`src/design/pfm_params.svh`:
```
// Constants for the pad function mux and pad interrupt unit.
// Assumes pads are numbered port A 0..15, B 16..31, C 32..47, D 48..52.
`ifndef PFM_PARAMS_SVH
`define PFM_PARAMS_SVH

`define PFM_NPADS 53
`define PFM_PAD_W 6
`define PFM_NAIN 8
`define PFM_NSLOT 4

// Port base indices
`define PFM_PORT_A 6'h00
`define PFM_PORT_B 6'h10
`define PFM_PORT_C 6'h20
`define PFM_PORT_D 6'h30

// Pads with a digital function per selection value, bit = pad index {D,C,B,A}
`define PFM_SLOT0_MASK {5'h1F, 16'h0FFF, 16'h3FFF, 16'hFFFF}
`define PFM_SLOT1_MASK {5'h1F, 16'hFFFF, 16'hFFFF, 16'hFFFF}
`define PFM_SLOT2_MASK {5'h00, 16'hFFFF, 16'h000F, 16'h7FE7}
`define PFM_SLOT3_MASK {5'h00, 16'h0000, 16'h0000, 16'h07E0}

// Port C pads that turn analog on the normal and the fourth selection
`define PFM_ANA_SLOT0_C 16'hF000
`define PFM_ANA_SLOT3_C 16'hFF00
`define PFM_ANA_TOP_PAD 4'hF

// Reset values of the per-pad settings
`define PFM_RST_IBUF 1'b1
`define PFM_RST_SCHMITT 1'b0
`define PFM_RST_PULLUP 1'b0
`define PFM_RST_PULLDN 1'b0
`define PFM_RST_DRIVE 1'b0
`define PFM_RST_IRQ_EN 1'b0
`define PFM_RST_IRQ_FALL 1'b0

`endif

```
`src/design/pfm_pkg.sv`:
```
// Types for the pad function mux and pad interrupt unit.
// Assumes pfm_params.svh is on the include path.
package pfm_pkg;

  typedef enum logic [1:0] {
    PFM_FN_NORMAL,
    PFM_FN_GPIO,
    PFM_FN_THIRD,
    PFM_FN_FOURTH
  } pfm_fsel_e;

  // One pad's software settings
  typedef struct packed {
    pfm_fsel_e fsel;
    logic input_buffer_on;
    logic schmitt_sel;
    logic weak_high_bias;
    logic weak_low_bias;
    logic drive_strength_sel;
    logic irq_enable;
    logic irq_falling;
  } pfm_cfg_s;

  // What the pad cell itself sees
  typedef struct packed {
    logic input_buffer_on;
    logic schmitt_sel;
    logic weak_high_bias;
    logic weak_low_bias;
    logic drive_strength_sel;
  } pfm_pad_cell_control_s;

endpackage

```
`src/design/pfm_top.sv`:
```
// Pad function multiplexer, pad cell settings and pad interrupt unit.
// Assumes peripherals drive out/oe per function slot and pins may change at any time relative to clock.
//
// What this block does
// - Each pad has a 2-bit function select, reset to normal function.
// - Select 01 routes every pad to its own GPIO port bit.
// - Follow the function map; unlisted slots leave the pad unconnected; PC12-15 analog on normal select, PC8-15 on select 11.
// - Every pad input reaches the interrupt logic whatever function is selected.
// - Each pad has its own interrupt enable and polarity bit.
// - Interrupt enables reset to disabled.
// - Polarity resets to high-level sense; software may pick low-level.
// - Pad request is enable AND (polarity XOR pad level).
// - Combined interrupt is the OR of all pad requests.
// - Pull-up, pull-down, drive, input enable and buffer type per pad.
// - Core input follows pad with buffer on; buffer off in output mode reads 0.
// - One bit per pad picks CMOS or Schmitt input buffer.
// - Drive select 1 is high drive, 0 is low drive.
// - Separate pull-down and pull-up enables go to the pad cell.
// - Each pad's function select lives in its own register.
`include "pfm_params.svh"
`timescale 1ns/1ps
`default_nettype none
module pfm_top
  import pfm_pkg::*;
(
  // Clock and reset
  input wire logic clock,
  input wire logic rst_n,
  // Settings write port
  input wire logic cfg_we,
  input wire logic [`PFM_PAD_W-1:0] cfg_pad,
  input wire pfm_cfg_s cfg_wdata,
  // Settings read port
  input wire logic [`PFM_PAD_W-1:0] cfg_rd_pad,
  output pfm_cfg_s cfg_rd_data,
  // Peripheral side, one row per selection slot
  input wire logic [`PFM_NSLOT-1:0][`PFM_NPADS-1:0] fn_out,
  input wire logic [`PFM_NSLOT-1:0][`PFM_NPADS-1:0] fn_oe,
  output logic [`PFM_NSLOT-1:0][`PFM_NPADS-1:0] fn_in,
  output logic [`PFM_NAIN-1:0] analog_input_sel,
  // Pad side
  input wire logic [`PFM_NPADS-1:0] pad_in,
  output logic [`PFM_NPADS-1:0] pad_out,
  output logic [`PFM_NPADS-1:0] pad_oe,
  output pfm_pad_cell_control_s [`PFM_NPADS-1:0] pad_cell_control,
  // Interrupts
  output logic [`PFM_NPADS-1:0] pad_irq_req,
  output logic combined_pad_irq
);

  localparam int NP = `PFM_NPADS;
  localparam logic [15:0] ANA_NORMAL_C = `PFM_ANA_SLOT0_C;
  localparam logic [15:0] ANA_FOURTH_C = `PFM_ANA_SLOT3_C;
  localparam pfm_cfg_s CFG_RST = '{
    fsel: PFM_FN_NORMAL,
    input_buffer_on: `PFM_RST_IBUF,
    schmitt_sel: `PFM_RST_SCHMITT,
    weak_high_bias: `PFM_RST_PULLUP,
    weak_low_bias: `PFM_RST_PULLDN,
    drive_strength_sel: `PFM_RST_DRIVE,
    irq_enable: `PFM_RST_IRQ_EN,
    irq_falling: `PFM_RST_IRQ_FALL
  };

  // Digital functions of each pad, bit n set when selection value n has one.
  // Kept pad by pad so the map reads line against line with the pin list;
  // a value whose only function is analog carries no bit.
  function automatic logic [3:0] port_a_slots(input logic [3:0] b);
    unique case (b)
      4'h0: port_a_slots = 4'h7;
      4'h1: port_a_slots = 4'h7;
      4'h2: port_a_slots = 4'h7;
      4'h3: port_a_slots = 4'h3;
      4'h4: port_a_slots = 4'h3;
      4'h5: port_a_slots = 4'hF;
      4'h6: port_a_slots = 4'hF;
      4'h7: port_a_slots = 4'hF;
      4'h8: port_a_slots = 4'hF;
      4'h9: port_a_slots = 4'hF;
      4'hA: port_a_slots = 4'hF;
      4'hB: port_a_slots = 4'h7;
      4'hC: port_a_slots = 4'h7;
      4'hD: port_a_slots = 4'h7;
      4'hE: port_a_slots = 4'h7;
      4'hF: port_a_slots = 4'h3;
    endcase
  endfunction

  function automatic logic [3:0] port_b_slots(input logic [3:0] b);
    unique case (b)
      4'h0: port_b_slots = 4'h7;
      4'h1: port_b_slots = 4'h7;
      4'h2: port_b_slots = 4'h7;
      4'h3: port_b_slots = 4'h7;
      4'h4: port_b_slots = 4'h3;
      4'h5: port_b_slots = 4'h3;
      4'h6: port_b_slots = 4'h3;
      4'h7: port_b_slots = 4'h3;
      4'h8: port_b_slots = 4'h3;
      4'h9: port_b_slots = 4'h3;
      4'hA: port_b_slots = 4'h3;
      4'hB: port_b_slots = 4'h3;
      4'hC: port_b_slots = 4'h3;
      4'hD: port_b_slots = 4'h3;
      4'hE: port_b_slots = 4'h2;
      4'hF: port_b_slots = 4'h2;
    endcase
  endfunction

  function automatic logic [3:0] port_c_slots(input logic [3:0] b);
    unique case (b)
      4'h0: port_c_slots = 4'h7;
      4'h1: port_c_slots = 4'h7;
      4'h2: port_c_slots = 4'h7;
      4'h3: port_c_slots = 4'h7;
      4'h4: port_c_slots = 4'h7;
      4'h5: port_c_slots = 4'h7;
      4'h6: port_c_slots = 4'h7;
      4'h7: port_c_slots = 4'h7;
      4'h8: port_c_slots = 4'h7;
      4'h9: port_c_slots = 4'h7;
      4'hA: port_c_slots = 4'h7;
      4'hB: port_c_slots = 4'h7;
      4'hC: port_c_slots = 4'h6;
      4'hD: port_c_slots = 4'h6;
      4'hE: port_c_slots = 4'h6;
      4'hF: port_c_slots = 4'h6;
    endcase
  endfunction

  function automatic logic [3:0] port_d_slots(input logic [3:0] b);
    unique case (b)
      4'h0: port_d_slots = 4'h3;
      4'h1: port_d_slots = 4'h3;
      4'h2: port_d_slots = 4'h3;
      4'h3: port_d_slots = 4'h3;
      4'h4: port_d_slots = 4'h3;
      default: port_d_slots = 4'h0;
    endcase
  endfunction

  // Port letter and bit of a pad index decide which map is consulted
  function automatic logic [3:0] pad_slots(input int p);
    logic [1:0] port;
    logic [3:0] bit_idx;
    port = 2'(p >> 4);
    bit_idx = 4'(p);
    unique case (port)
      2'h0: pad_slots = port_a_slots(bit_idx);
      2'h1: pad_slots = port_b_slots(bit_idx);
      2'h2: pad_slots = port_c_slots(bit_idx);
      2'h3: pad_slots = port_d_slots(bit_idx);
    endcase
  endfunction

  // Index decode shared by the write and the read port.
  // Indices past the last pad are holes: writes vanish, reads give zero.
  function automatic logic pad_exists(input logic [`PFM_PAD_W-1:0] idx);
    pad_exists = int'(idx) < NP;
  endfunction

  // Pad index behind each analog channel, top of port C first
  function automatic int ain_pad(input logic [2:0] k);
    unique case (k)
      3'h0: ain_pad = 6'h2F;
      3'h1: ain_pad = 6'h2E;
      3'h2: ain_pad = 6'h2D;
      3'h3: ain_pad = 6'h2C;
      3'h4: ain_pad = 6'h2B;
      3'h5: ain_pad = 6'h2A;
      3'h6: ain_pad = 6'h29;
      3'h7: ain_pad = 6'h28;
    endcase
  endfunction

  // True when the selection value has a digital function on this pad
  function automatic logic fn_avail(input pfm_fsel_e s, input int p);
    logic [3:0] slots;
    slots = pad_slots(p);
    fn_avail = slots[s];
  endfunction

  // True when the selection value turns this pad into an analog input
  function automatic logic ana_sel(input pfm_fsel_e s, input int p);
    logic on_port_c;
    logic [3:0] c;
    on_port_c = (p >= int'(`PFM_PORT_C)) && (p < int'(`PFM_PORT_D));
    c = 4'(p - int'(`PFM_PORT_C));
    unique case (s)
      PFM_FN_NORMAL: ana_sel = on_port_c && ANA_NORMAL_C[c];
      PFM_FN_GPIO: ana_sel = 1'b0;
      PFM_FN_THIRD: ana_sel = 1'b0;
      PFM_FN_FOURTH: ana_sel = on_port_c && ANA_FOURTH_C[c];
    endcase
  endfunction

  pfm_cfg_s [NP-1:0] cfg;
  pfm_cfg_s [NP-1:0] next_cfg;
  pfm_cfg_s next_cfg_rd_data;
  logic [NP-1:0] pad_sync;
  logic [NP-1:0] next_pad_irq_req;
  logic [NP-1:0] pad_digital;
  logic [NP-1:0] pad_analog;

  // Per-pad decode of the current selection. An analog selection gives no
  // digital route, so the pad cell never fights the converter input.
  always_comb begin
    for (int p = 0; p < NP; p++) begin
      pad_digital[p] = fn_avail(cfg[p].fsel, p);
      pad_analog[p] = ana_sel(cfg[p].fsel, p);
    end
  end

  // Settings registers, one word per pad; writes to missing pads are dropped
  always_comb begin
    next_cfg = cfg;
    if (cfg_we && pad_exists(cfg_pad)) begin
      next_cfg[cfg_pad] = cfg_wdata;
    end
    next_cfg_rd_data = '0;
    if (pad_exists(cfg_rd_pad)) begin
      next_cfg_rd_data = cfg[cfg_rd_pad];
    end
  end

  always_ff @(posedge clock or negedge rst_n) begin
    if (!rst_n) begin
      for (int p = 0; p < NP; p++) begin
        cfg[p] <= CFG_RST;
      end
      cfg_rd_data <= '0;
    end else begin
      cfg <= next_cfg;
      cfg_rd_data <= next_cfg_rd_data;
    end
  end

  // Pad cell controls come straight from the settings flops
  always_comb begin
    for (int p = 0; p < NP; p++) begin
      pad_cell_control[p].input_buffer_on = cfg[p].input_buffer_on;
      pad_cell_control[p].schmitt_sel = cfg[p].schmitt_sel;
      pad_cell_control[p].weak_high_bias = cfg[p].weak_high_bias;
      pad_cell_control[p].weak_low_bias = cfg[p].weak_low_bias;
      pad_cell_control[p].drive_strength_sel = cfg[p].drive_strength_sel;
    end
  end

  // Routing. Kept combinational so peripheral timing is not stretched by a cycle.
  always_comb begin
    fn_in = '0;
    for (int p = 0; p < NP; p++) begin
      pad_out[p] = 1'b0;
      pad_oe[p] = 1'b0;
      if (pad_digital[p]) begin
        // Slot 1 rows are the GPIO port bits at the same port and index
        pad_out[p] = fn_out[cfg[p].fsel][p];
        pad_oe[p] = fn_oe[cfg[p].fsel][p];
        if (cfg[p].input_buffer_on || !fn_oe[cfg[p].fsel][p]) begin
          fn_in[cfg[p].fsel][p] = pad_in[p];
        end
      end
    end
  end

  // Analog channel k sits on port C pad 15-k
  always_comb begin
    for (int k = 0; k < `PFM_NAIN; k++) begin
      analog_input_sel[k] = pad_analog[ain_pad(3'(k))];
    end
  end

  // Raw pad levels, before any function routing, feed the interrupt unit
  pfm_sync #(
    .W(NP)
  ) u_pad_sync (
    .clock(clock),
    .rst_n(rst_n),
    .d(pad_in),
    .q(pad_sync)
  );

  always_comb begin
    for (int p = 0; p < NP; p++) begin
      next_pad_irq_req[p] = cfg[p].irq_enable & (cfg[p].irq_falling ^ pad_sync[p]);
    end
  end

  always_ff @(posedge clock or negedge rst_n) begin
    if (!rst_n) begin
      pad_irq_req <= '0;
    end else begin
      pad_irq_req <= next_pad_irq_req;
    end
  end

  assign combined_pad_irq = |pad_irq_req;

endmodule
`default_nettype wire

```
`src/design/pfm_sync.sv`:
```
// Two-stage level synchroniser, one per bit.
// Assumes the inputs may change at any time relative to clock.
`timescale 1ns/1ps
`default_nettype none
module pfm_sync #(
  parameter int W = 1
) (
  // Clock and reset
  input wire logic clock,
  input wire logic rst_n,
  // Data
  input wire logic [W-1:0] d,
  output logic [W-1:0] q
);

  logic [W-1:0] meta;
  logic [W-1:0] next_meta;
  logic [W-1:0] next_q;

  always_comb begin
    next_meta = d;
    next_q = meta;
  end

  always_ff @(posedge clock or negedge rst_n) begin
    if (!rst_n) begin
      meta <= '0;
      q <= '0;
    end else begin
      meta <= next_meta;
      q <= next_q;
    end
  end

endmodule
`default_nettype wire

```
`config.mk`:
```
export PLATFORM = sky130hd
export DESIGN_NAME = pfm_top
export DESIGN_NICKNAME = d
export VERILOG_FILES = /design/src/design/pfm_pkg.sv /design/src/design/pfm_top.sv /design/src/design/pfm_sync.sv
export VERILOG_INCLUDE_DIRS = /design/src /design/src/design
export SDC_FILE = /design/constraint.sdc
export NUM_CORES = 1
export LEC_CHECK = 0
export ABC_AREA = 1
export BUFFER_PORTS_ARGS = -buffer_cell sky130_fd_sc_hd__buf_2
export CORE_AREA = 10 10 439 441
export CTS_BUF_LIST = sky130_fd_sc_hd__clkbuf_16
export CTS_CLUSTER_SIZE = 28
export DETAILED_ROUTE_END_ITERATION = 8
export DIE_AREA = 0 0 449 451
export GPL_ROUTABILITY_DRIVEN = 0
export PLACE_DENSITY = 0.35
export SLEW_MARGIN = 30
export SYNTH_ARGS = -nofsm -noshare
export SYNTH_HDL_FRONTEND = slang
export SYNTH_SLANG_ARGS = --single-unit
```
`constraint.sdc`:
```
create_clock -name clock -period 4.7 [get_ports clock]
set_input_delay 0.94 -clock clock [delete_from_list [all_inputs] [get_ports clock]]
set_output_delay 0.94 -clock clock [all_outputs]
set_load 0.005 [all_outputs]
```
After elaboration in Yosys (flattened, before gate mapping)
Index checks and enable logic that the tools add are counted. W data, S select, Z words.

Bits in registers: 645. Bits of input ports: 501. Output and inout port bits: 654. Word-level logic and storage cells: 1561.

$lt $le $gt $ge: 111. Eq/ne operators: 24. Mux-type cells: 702. Bitwise operators: 107. Reduce and logical (&&, ||, !) cells: 182.

Operator list (number): $mux W212 (106); $bmux W53 S2 (106); $bwmux W212 (52); $demux W53 S2 (53); $bwmux W477 (1); $and A212 B212 Y212 (1); $mux W1 (162); $lt A2 B3 Y1 const B (53); $mux W53 (3); $mux W52 (3); $mux W51 (3); $mux W50 (3); $mux W49 (3); $mux W48 (3); $mux W47 (3); $mux W46 (3); $mux W45 (3); $mux W44 (3); $mux W43 (3); $mux W42 (3); $mux W41 (3); $mux W40 (3); $mux W39 (3); $mux W38 (3); 55 further kinds (544).

Longest topological paths before layout
Gate-level depths: netlist (run 1).

Word-level depth: 163. Mapped depth: 12. Mapped depth without buffers: 10.

Hierarchy
Synthesis (run 1) repeated with hierarchy kept, for this count alone.

Cells, all modules: 4773. Area total of the unflattened synthesis: 35467.8 sq um.

Modules (own cells, without submodules): pfm_top (instances 1, cells an instance 4667, area each 32815.2 sq um); pfm_sync (instances 1, cells an instance 106, area each 2652.5 sq um).

Least setup slack after synthesis (run 1)
No wires, ideal clock.

Path type: input port to output port. From: input port fn_oe[97] in the netlist's numbering. To: output port fn_in[150] in the netlist's numbering. Arrival time: 1.633 ns. Data required time: 3.760 ns. Setup slack: 2.127 ns. Stages on the path: 5. Buffers on the path: 0. Cell sequence: nand2_1 a32o_1 or2_2 nand3_1 inv_1.

RTL lines: from (decl) (line pfm_top.sv:38) `` input wire logic [`PFM_NSLOT-1:0][`PFM_NPADS-1:0] fn_oe, ``; to (decl) (line pfm_top.sv:39) `` output logic [`PFM_NSLOT-1:0][`PFM_NPADS-1:0] fn_in, ``.

==> results.tsv, run 1 <==
metric	value	unit
Final HPWL DP	152	mm
period utilization	0.807	
port bufs	1026	
unrepaired setup endpoints after global routing	no	
Required @ worst endpoint	3760	ps
final WL	199	mm
Setup Skew	26.9	ps
final slew viol count	0	
Core ar.	184000	µm²
status	finished, final reports clean	
Most common cell on crit path	nand3_1	
die width	449	µm
first-pass GRT wire length	272	mm
routed vias	33400	
Yosys top cell by area	dfrtp_1	
CTS tree	yes	
Post-synth EDFFs	0	
ys async rst share	1.00	
Setup WS post-layout	907	ps
synth top area cells	dfrtp_1 (42%), nand2_1 (12%), buf_4 (7.6%)	
initial core utilization	0.193	
drt drc	0	
DR iter-0 viols	2594	
Final Hold Violating Endpoints	0	
hold buffer count at CTS	0	
area share of the largest cell type after synthesis	0.417	
Least-Margin Pin Slew	1010	ps
Power Dens Cells	413	nW/µm²
fin nets	5799	
clock-pin slew on the worst setup and hold paths	60	ps
Max stage delay on crit path	720	ps
Fin Hold WS	138	ps
Post-Synthesis Cells	4581	
count of cell types in the netlist	45	
Crit. End Element	primary output	
register area share after synthesis	0.456	
Routed Antenna Nets	0	
fin crit period	3790	ps
Worst Path Arrival	2850	ps
Primary FF master, synth	dfrtp_1	
post-place setup slack	1180	ps
gr usage total	0.187	
Worst-Skew Late Latency	700	ps
Max Fclk	0.264	GHz
commonest non-fill, non-tap cells in the layout	nand2_1 (1,135), buf_2 (1,017), dfrtp_1 (592)	
H-tree levels	3	
relative slew slack	0.327	
Warnings, synthesis	0	
initial antenna violation count	26	
crit-path max FO	7	
vias in the first global route	33400	
CTS Root Cell	clkbuf_16	
Critical Path Slowest Stage Cell	nor3_1	
worst path cell trace	inv_1 > nand3_1 > nand3_1 > o21ai_0 > nand2_1 > nor3_1 > buf_2	
I/O pin cnt	1155	
worst vdd ir	220	µV
crit path launch type	flip-flop	
synthesized flop and latch total	645	
TNS Setup	0	ps
P_leak	0.0223	µW
commonest non-fill, non-tap cell in the layout	nand2_1	
DIE AREA	202000	µm²
CTS Buffer Depth	3	
Min-Delay Path Class	primary input to asynchronous set/reset pin	
layout cell share with drive strength beyond 1	0.254	
buffer and inverter count on the worst path	2	
post-layout util	0.238	
Avg Cell Area, Syn	7.76	µm²
critical path class	flip-flop to primary output	
drt via density	4.25	
largest net degree at the start of global routing	88	
area grow syn2layout	23.6	%
max-cap violations	0	
Post-Syn Area	35600	µm²
Pre-antenna DRT Iters	9	
Die Y	451	µm
WL/cell	25.3	µm
Rows	158	
post-CTS resize count	0	
# Post-CTS Setup Buffers	0	
grt ovf	0	
delay-heaviest family, CP	simple AND/OR/NAND/NOR gates	
number of fill cells	20800	
final setup vio count	0	
clk sinks	645	
CTS buffer count	86	
[Yosys cell counts (4+ instances only)]
| cell type | number |
|---|---|
| and3_1 | 7 |
| a21oi_1 | 118 |
| nand3_1 | 459 |
| o21ai_0 | 522 |
| or2_2 | 6 |
| buf_1 | 10 |
| xnor2_1 | 40 |
| dfstp_2 | 53 |
| nand4_1 | 8 |
| a32o_1 | 4 |
| nor4_1 | 12 |
| nor2_2 | 6 |
| ha_1 | 16 |
| o22ai_1 | 4 |
| nor2_1 | 264 |
| buf_6 | 8 |
| buf_2 | 18 |
| dfrtp_1 | 592 |
| inv_2 | 6 |
| buf_4 | 359 |
| nor3_1 | 120 |
| inv_1 | 464 |
| a22oi_1 | 37 |
| nor2_8 | 31 |
| nand3_2 | 7 |
| clkbuf_1 | 157 |
| o211ai_1 | 42 |
| o21ai_1 | 39 |
| nor2_4 | 7 |
| nand2_1 | 1135 |
| nand2_8 | 4 |
| clkinv_1 | 4 |
[stage by stage]
stage               std cells  power (µW)  area, µm²
floorplan                4645        9810      35800
global placement         7673       12100      41300
detailed placement       7674       12100      41300
CTS                      7835       18500      43900
global route             7839       19200      43900
finish                   7845       18100      43900
[cells by family (layout without fill, tap and decap cells)]
group | count (synthesis) | after routing | share of synthesized area
buffers and inverters | 1027 | 1737 | 0.149
AOI/OAI and AO/OA | 774 | 774 | 0.116
DFF | 645 | 645 | 0.456
and+or+nand+nor | 2078 | 2078 | 0.264
other | 1 | 75 | 0.000105
xor gates and xnor gates | 40 | 40 | 0.00985
adders and majority gates | 16 | 16 | 0.00563
[layout make-up]
cell class | instances | area [µm²] | share of cell area
diodes | 10 | 25.0 | 0.000569
clock buffers | 87 | 2180 | 0.0495
clock inverters | 74 | 408 | 0.00928
inverters | 474 | 1790 | 0.0408
multi-input cells | 2973 | 14300 | 0.326
flip-flops and latches | 645 | 16200 | 0.369
well taps | 2480 | 3100 | 0.0706
repair buffers | 1102 | 5920 | 0.135
[metal layers]
layer,share of wire,global-route usage
met1,0.42,0.232
met2,0.49,0.325
met3,0.057,0.0391
met4,0.030,0.0574
met5,0.000065,0
[flip-flops by register name, summed over array words and instances (netlist names)]
signal / flops
cfg: 212
u_pad_sync.q: 53
cfg_rd_data: 9
pad_cell_control: 265
pad_irq_req: 53
u_pad_sync.meta: 53
[worst register-to-register path: cells and delay by family, from the launching register on]
family	cells	cell delay [ps]
buffers and inverters	1	210
AO/OA/AOI/OAI	1	410
flip-flops	1	450
AND/OR/NAND/NOR	6	920
[final timing paths]
path	startpoint	depth (start not counted)	endpoint	slack [ps]
min	rst_n	1	cfg[331]	140
max in group asynchronous	rst_n	3	pad_cell_control[29]	3280
max reg2reg	cfg[8]	8	cfg_rd_data[8]	2560
min in group clock	u_pad_sync.meta[51]	0	u_pad_sync.q[51]	350
max	cfg[7]	7	fn_in[0]	910
min reg2reg	u_pad_sync.meta[51]	0	u_pad_sync.q[51]	350
[where the power goes]
part | leakage [µW] | total [µW] | internal (µW) | switching, µW
clock | 0.00139 | 6220 | 3420 | 2800
sequential | 0.00730 | 7240 | 6480 | 761
combinational | 0.0136 | 4670 | 1600 | 3070
No activity file was read; power rests on OpenSTA's default activity.
==> inputs of run 2 (changes only) <==
--- a/config.mk
+++ b/config.mk
@@ -6,15 +6,15 @@
 export SDC_FILE = /design/constraint.sdc
 export NUM_CORES = 1
 export LEC_CHECK = 0
-export ABC_AREA = 1
+export ABC_AREA = 0
 export BUFFER_PORTS_ARGS = -buffer_cell sky130_fd_sc_hd__buf_2
-export CORE_AREA = 10 10 439 441
+export CORE_AREA = 10 10 443 445
 export CTS_BUF_LIST = sky130_fd_sc_hd__clkbuf_16
 export CTS_CLUSTER_SIZE = 28
 export DETAILED_ROUTE_END_ITERATION = 8
-export DIE_AREA = 0 0 449 451
+export DIE_AREA = 0 0 453 455
 export GPL_ROUTABILITY_DRIVEN = 0
-export PLACE_DENSITY = 0.35
+export PLACE_DENSITY = 0.33
 export SLEW_MARGIN = 30
 export SYNTH_ARGS = -nofsm -noshare
 export SYNTH_HDL_FRONTEND = slang
==> constraint.sdc (replaced) <==
create_clock -name clock -period 3.65 [get_ports clock]
set_input_delay 0.73 -clock clock [delete_from_list [all_inputs] [get_ports clock]]
set_output_delay 0.73 -clock clock [all_outputs]
set_load 0.005 [all_outputs]
==> results.tsv, run 2 <==
metric	value	unit	change
status	finished, final reports clean		
area share of the largest cell type after synthesis	0.434		+0.0176
Max stage delay on crit path	650	ps	-70 ps
grt ovf	0		unchanged
final WL	175	mm	-12%
Worst Path Arrival	2760	ps	-90 ps
layout cell share with drive strength beyond 1	0.511		+0.257
Primary FF master, synth	dfrtp_1		
synth top area cells	dfrtp_1 (43%), mux2_2 (14%), buf_4 (7.5%)		
CTS Root Cell	clkbuf_16		
Yosys top cell by area	dfrtp_1		
initial core utilization	0.182		-0.0108
CP startpoint	pad_irq_req[50]		
Worst-Skew Late Latency	710	ps	about the same
area grow syn2layout	26.5	%	
Die Y	455	µm	+0.89%
Warnings, synthesis	0		unchanged
DR iter-0 viols	1332		-49%
Power Dens Cells	510	nW/µm²	+24%
max-cap violations	0		unchanged
post-layout util	0.230		-0.00809
largest net degree at the start of global routing	90		+2.3%
critical path class	flip-flop to primary output		
Required @ worst endpoint	2920	ps	-840 ps
relative slew slack	0.358		+0.0318
Post-synth EDFFs	0		unchanged
count leader, synth	dfrtp_1		
Core ar.	187000	µm²	+1.6%
Inst Count DP	5954		-22%
worst path cell trace	nor4_1 > nand4_1 > or4_1 > buf_2		
commonest non-fill, non-tap cells in the layout	buf_2 (963), dfrtp_1 (592), mux2_2 (436)		
Rows	159		+0.63%
Routed Antenna Nets	0		unchanged
unrepaired setup endpoints after global routing	no		
vias in the first global route	26300		-21%
synthesized flop and latch total	645		unchanged
P_leak	0.0211	µW	-5.2%
Fin Hold WS	70.2	ps	-67.5 ps
non-filler instance count after layout	6117		-22%
Post-Synthesis Cells	2767		-40%
I/O pin cnt	1155		unchanged
fin crit period	3490	ps	
commonest cells in the netlist	dfrtp_1 (592), mux2_2 (436), buf_4 (340), mux2i_1 (187), nand2_1 (123)		
Max Fclk	0.286	GHz	
die width	453	µm	+0.89%
ys async rst share	1.00		unchanged
Final Hold Violating Endpoints	0		unchanged
Largest register FFs	265		unchanged
commonest non-fill, non-tap cell in the layout	buf_2		
first-pass GRT wire length	235	mm	-14%
fin nets	4062		-30%
crit-path max FO	2		-5
WL/cell	28.7	µm	+13%
Critical Path Slowest Stage Cell	or4_1		
delay-heaviest family, CP	simple AND/OR/NAND/NOR gates		
drt drc	0		unchanged
period utilization	0.957		
Crit. End Element	primary output		
initial antenna violation count	32		+23%
H-tree levels	3		unchanged
CTS buffer count	84		-2.3%
number of fill cells	20300		-2.4%
Min-Delay Path Class	primary input to asynchronous set/reset pin		
routed vias	24800		-26%
Final HPWL DP	139	mm	-8.8%
count of cell types in the netlist	62		+38%
drt via density	4.05		-4.7%
Avg Cell Area, Syn	12.3	µm²	+59%
crit path launch type	flip-flop		
final setup vio count	0		unchanged
clk sinks	645		unchanged
hold buffer count at CTS	0		unchanged
buffer and inverter count on the worst path	1		-1
worst vdd ir	279	µV	+27%
TNS Setup	0	ps	unchanged
worst r2r src	cfg[259]		
Setup Skew	26.8	ps	-0.0545 ps
final slew viol count	0		unchanged
clock-pin slew on the worst setup and hold paths	50	ps	about the same
Post-Syn Area	34100	µm²	-4.1%
CTS tree	yes		
register area share after synthesis	0.475		+0.0193
DIE AREA	206000	µm²	+1.8%
CTS Buffer Depth	3		unchanged
gr usage total	0.163		-0.0240
Least-Margin Pin Slew	962	ps	-47.6 ps
port bufs	970		-5.5%
Pre-antenna DRT Iters	6		-3
-- run 2: cell types whose count changed in the layout (fill, tap and decap cells not counted), moves of 103 or more --
cell,change
o21ai_0,-445
mux4_2,+103
nand3_1,-453
mux2_2,+436
inv_1,-366
nor3_1,-106
nand2_1,-1012
mux2i_1,+187
nor2_1,-188
-- run 2: cells by family (layout without fill, tap and decap cells) --
kind of cell             after synthesis  in the layout  synth area share
adder cells (fa/ha/maj)               16             16           0.00587
XOR/XNOR                              53             53            0.0136
multiplexers                         741            741             0.272
flip-flops                           645            645             0.475
other                                  1             71          0.000110
AO/OA/AOI/OAI                        255            255            0.0481
AND/OR/NAND/NOR                      487            487            0.0792
buffers and inverters                569           1354             0.106
-- run 2: cell type report --
| cell class | instances | area [µm²] | area share |
|---|---|---|---|
| Sequential cell | 645 | 16200 | 0.376 |
| Multi-Input combinational cell | 1617 | 14600 | 0.338 |
| Timing Repair Buffer | 1105 | 6170 | 0.143 |
| Tap cell | 2495 | 3120 | 0.0724 |
| Clock buffer | 86 | 2150 | 0.0499 |
| Clock inverter | 71 | 533 | 0.0124 |
| Inverter | 92 | 345 | 0.00801 |
| Antenna cell | 6 | 15.0 | 0.000348 |
-- run 2: metrics by stage --
| stage | worst slack, ps | cell area, µm² | power (µW) |
|---|---|---|---|
| after floorplan | 1170 | 34300 | 11500 |
| after global placement | 161 | 40400 | 14000 |
| after detailed placement | 276 | 40400 | 14000 |
| after CTS | 29.5 | 43100 | 22500 |
| after global routing | 2.13 | 43100 | 23200 |
| final | 156 | 43100 | 22000 |
-- run 2: per-layer routing --
layer,vias to the layer above,GRT usage,part of all wire
met5,-,0,0.00027
met4,8,0.0430,0.024
met3,178,0.0338,0.049
met2,745,0.291,0.51
met1,12900,0.198,0.42
li1,11000,-,-
-- run 2: worst paths after layout --
check,slack (ps),to,cells past startpoint
max,160,combined_pad_irq,4
min,70,pad_cell_control[243],1
max reg2reg,1440,cfg_rd_data[7],5
min reg2reg,340,u_pad_sync.q[18],0
max in group asynchronous,2580,pad_cell_control[264],2
min in group clock,140,u_pad_sync.meta[33],1
-- run 2: timing repair --
| item | CTS | global route |
|---|---|---|
| buffers inserted | 0 | 0 |
| gates resized for setup | 1 | 0 |
| setup endpoints to repair | 1 | 0 |
-- run 2: power by group --
group          switching (µW)  total, µW  internal (µW)
Sequential               1010       9070           8050
Combinational            2480       4640           2160
Clock                    3570       8280           4710
Total                    7060      22000          14900
==> inputs of run 3 (changes only) <==
--- a/config.mk
+++ b/config.mk
@@ -8,13 +8,13 @@
 export LEC_CHECK = 0
 export ABC_AREA = 0
 export BUFFER_PORTS_ARGS = -buffer_cell sky130_fd_sc_hd__buf_2
-export CORE_AREA = 10 10 443 445
+export CORE_AREA = 10 10 440 442
 export CTS_BUF_LIST = sky130_fd_sc_hd__clkbuf_16
 export CTS_CLUSTER_SIZE = 28
 export DETAILED_ROUTE_END_ITERATION = 8
-export DIE_AREA = 0 0 453 455
+export DIE_AREA = 0 0 450 452
 export GPL_ROUTABILITY_DRIVEN = 0
-export PLACE_DENSITY = 0.33
+export PLACE_DENSITY = 0.34
 export SLEW_MARGIN = 30
 export SYNTH_ARGS = -nofsm -noshare
 export SYNTH_HDL_FRONTEND = slang
==> constraint.sdc (replaced) <==
create_clock -name clock -period 3.6 [get_ports clock]
set_input_delay 0.72 -clock clock [delete_from_list [all_inputs] [get_ports clock]]
set_output_delay 0.72 -clock clock [all_outputs]
set_load 0.005 [all_outputs]
==> results.tsv, run 3 (synthesized netlist as in run 2, its figures left out) <==
metric	value	unit	change
switching share of power	0.322		+0.00133
Setup Skew	33.7	ps	+6.86 ps
layout cell share with drive strength beyond 1	0.518		+0.00707
fin crit period	3430	ps	
fin nets	4085		+0.57%
crit-path max FO	9		+7
Tot Pwr	22400	µW	+1.9%
first-pass GRT wire length	239	mm	+1.7%
status	finished, final reports clean		
critical path class	flip-flop to primary output		
clock-pin slew on the worst setup and hold paths	50	ps	about the same
Inst Count DP	5957		+0.050%
largest net degree at the start of global routing	91		+1.1%
area grow syn2layout	27.0	%	
post-layout util	0.235		+0.00429
Crit. End Element	primary output		
final WL	177	mm	+0.68%
CTS Root Cell	clkbuf_16		
Final HPWL DP	139	mm	+0.16%
drt via density	4.09		+0.89%
crit path launch type	flip-flop		
clk sinks	645		unchanged
Rows	158		-0.63%
vias in the first global route	27100		+2.9%
commonest non-fill, non-tap cells in the layout	buf_2 (963), dfrtp_1 (590), mux2_2 (436)		
Worst Path Arrival	2710	ps	-50 ps
Routed Antenna Nets	0		unchanged
grt ovf	0		unchanged
DP Area	40500	µm²	+0.18%
worst vdd ir	298	µV	+6.9%
Largest register FFs	265		unchanged
CTS Buffer Depth	3		unchanged
sequential share of power	0.409		-0.003
drt drc	0		unchanged
fin area	43300	µm²	+0.47%
WL/cell	28.8	µm	+0.40%
commonest non-fill, non-tap cell in the layout	buf_2		
initial antenna violation count	42		+31%
TNS Setup	0	ps	unchanged
Net Switching	7220	µW	+2.3%
Worst-Skew Late Latency	720	ps	about the same
port bufs	970		unchanged
P_int	15200	µW	+1.7%
number of fill cells	20000		-1.5%
Max Fclk	0.291	GHz	
DIE AREA	203000	µm²	-1.3%
max-cap violations	0		unchanged
period utilization	0.954		
gr usage total	0.167		+0.00394
Final Hold Violating Endpoints	0		unchanged
unrepaired setup endpoints after global routing	no		
Pre-antenna DRT Iters	4		-2
routed vias	25100		+1.2%
H-tree levels	3		unchanged
die width	450	µm	-0.66%
P_leak	0.0212	µW	+0.46%
Required @ worst endpoint	2880	ps	-40 ps
Die Y	452	µm	-0.66%
Min-Delay Path Class	primary input to flip-flop		
CTS tree	yes		
Combinational Power Share	0.213		+0.002
Clock power frac	0.377		about the same
relative slew slack	0.370		+0.0116
Core ar.	185000	µm²	-1.4%
I/O pin cnt	1155		unchanged
Least-Margin Pin Slew	945	ps	-17.4 ps
initial core utilization	0.185		+0.00253
CTS buffer count	86		+2.4%
non-filler instance count after layout	6134		+0.28%
DR iter-0 viols	1385		+4.0%
# Post-CTS Setup Buffers	0		unchanged
Power Dens Cells	517	nW/µm²	+1.4%
final setup vio count	0		unchanged
final slew viol count	0		unchanged
[run 3: power groups by stage]
stage,registers [µW],clock network (µW),logic [µW]
after floorplan,8770,0,2860
after global placement,9310,0,4920
after detailed placement,9320,0,4930
after CTS,9200,8810,4960
after global routing,9320,9080,5210
final,9170,8460,4770
[run 3: layout make-up]
| type | instances | area (µm²) | share of cell area |
|---|---|---|---|
| inverters | 92 | 345 | 0.00797 |
| clock inverters | 74 | 554 | 0.0128 |
| clock buffers | 86 | 2150 | 0.0497 |
| flip-flops and latches | 645 | 16200 | 0.374 |
| repair buffers | 1126 | 6310 | 0.146 |
| diodes | 14 | 35.0 | 0.000808 |
| multi-input cells | 1617 | 14600 | 0.337 |
| well taps | 2480 | 3100 | 0.0716 |
[run 3: layer usage]
metal	vias up	share of wire	track usage
met5	-	0.00046	0
li1	11000	-	-
met1	13000	0.41	0.198
met3	188	0.055	0.0396
met4	12	0.034	0.0583
met2	828	0.50	0.294
[run 3: what timing repair did]
action	in CTS	in global routing
hold endpoints to repair	38	0
setup endpoints to repair	1	0
hold buffers	1	0
gates resized for setup	7	0
[run 3: path summary, 6_finish.rpt]
check	startpoint	to	slack, ps	cells past startpoint
min in group asynchronous	rst_n	cfg[144]	530	2
worst max-delay path	cfg[106]	fn_in[11]	170	5
worst min-delay path	pad_in[17]	u_pad_sync.meta[17]	130	1
worst min register to register	u_pad_sync.meta[9]	u_pad_sync.q[9]	340	0
worst max register to register	pad_cell_control[176]	cfg_rd_data[3]	1260	6
max in group asynchronous	rst_n	pad_cell_control[239]	1900	4
[run 3: stage by stage]
step	worst slack [ps]	hold WS, ps
after floorplan	1140	331
after global placement	-52.7	333
after detailed placement	-32.0	335
after CTS	8.89	20.4
after global routing	19.1	71.5
final	166	129
[run 3: worst max-delay path, cell delays in order (launching register included)]
cell	delay (ps)
dfrtp_1	620
mux4_2	550
inv_1	100
o21ai_0	160
nor3_1	380
buf_2	200
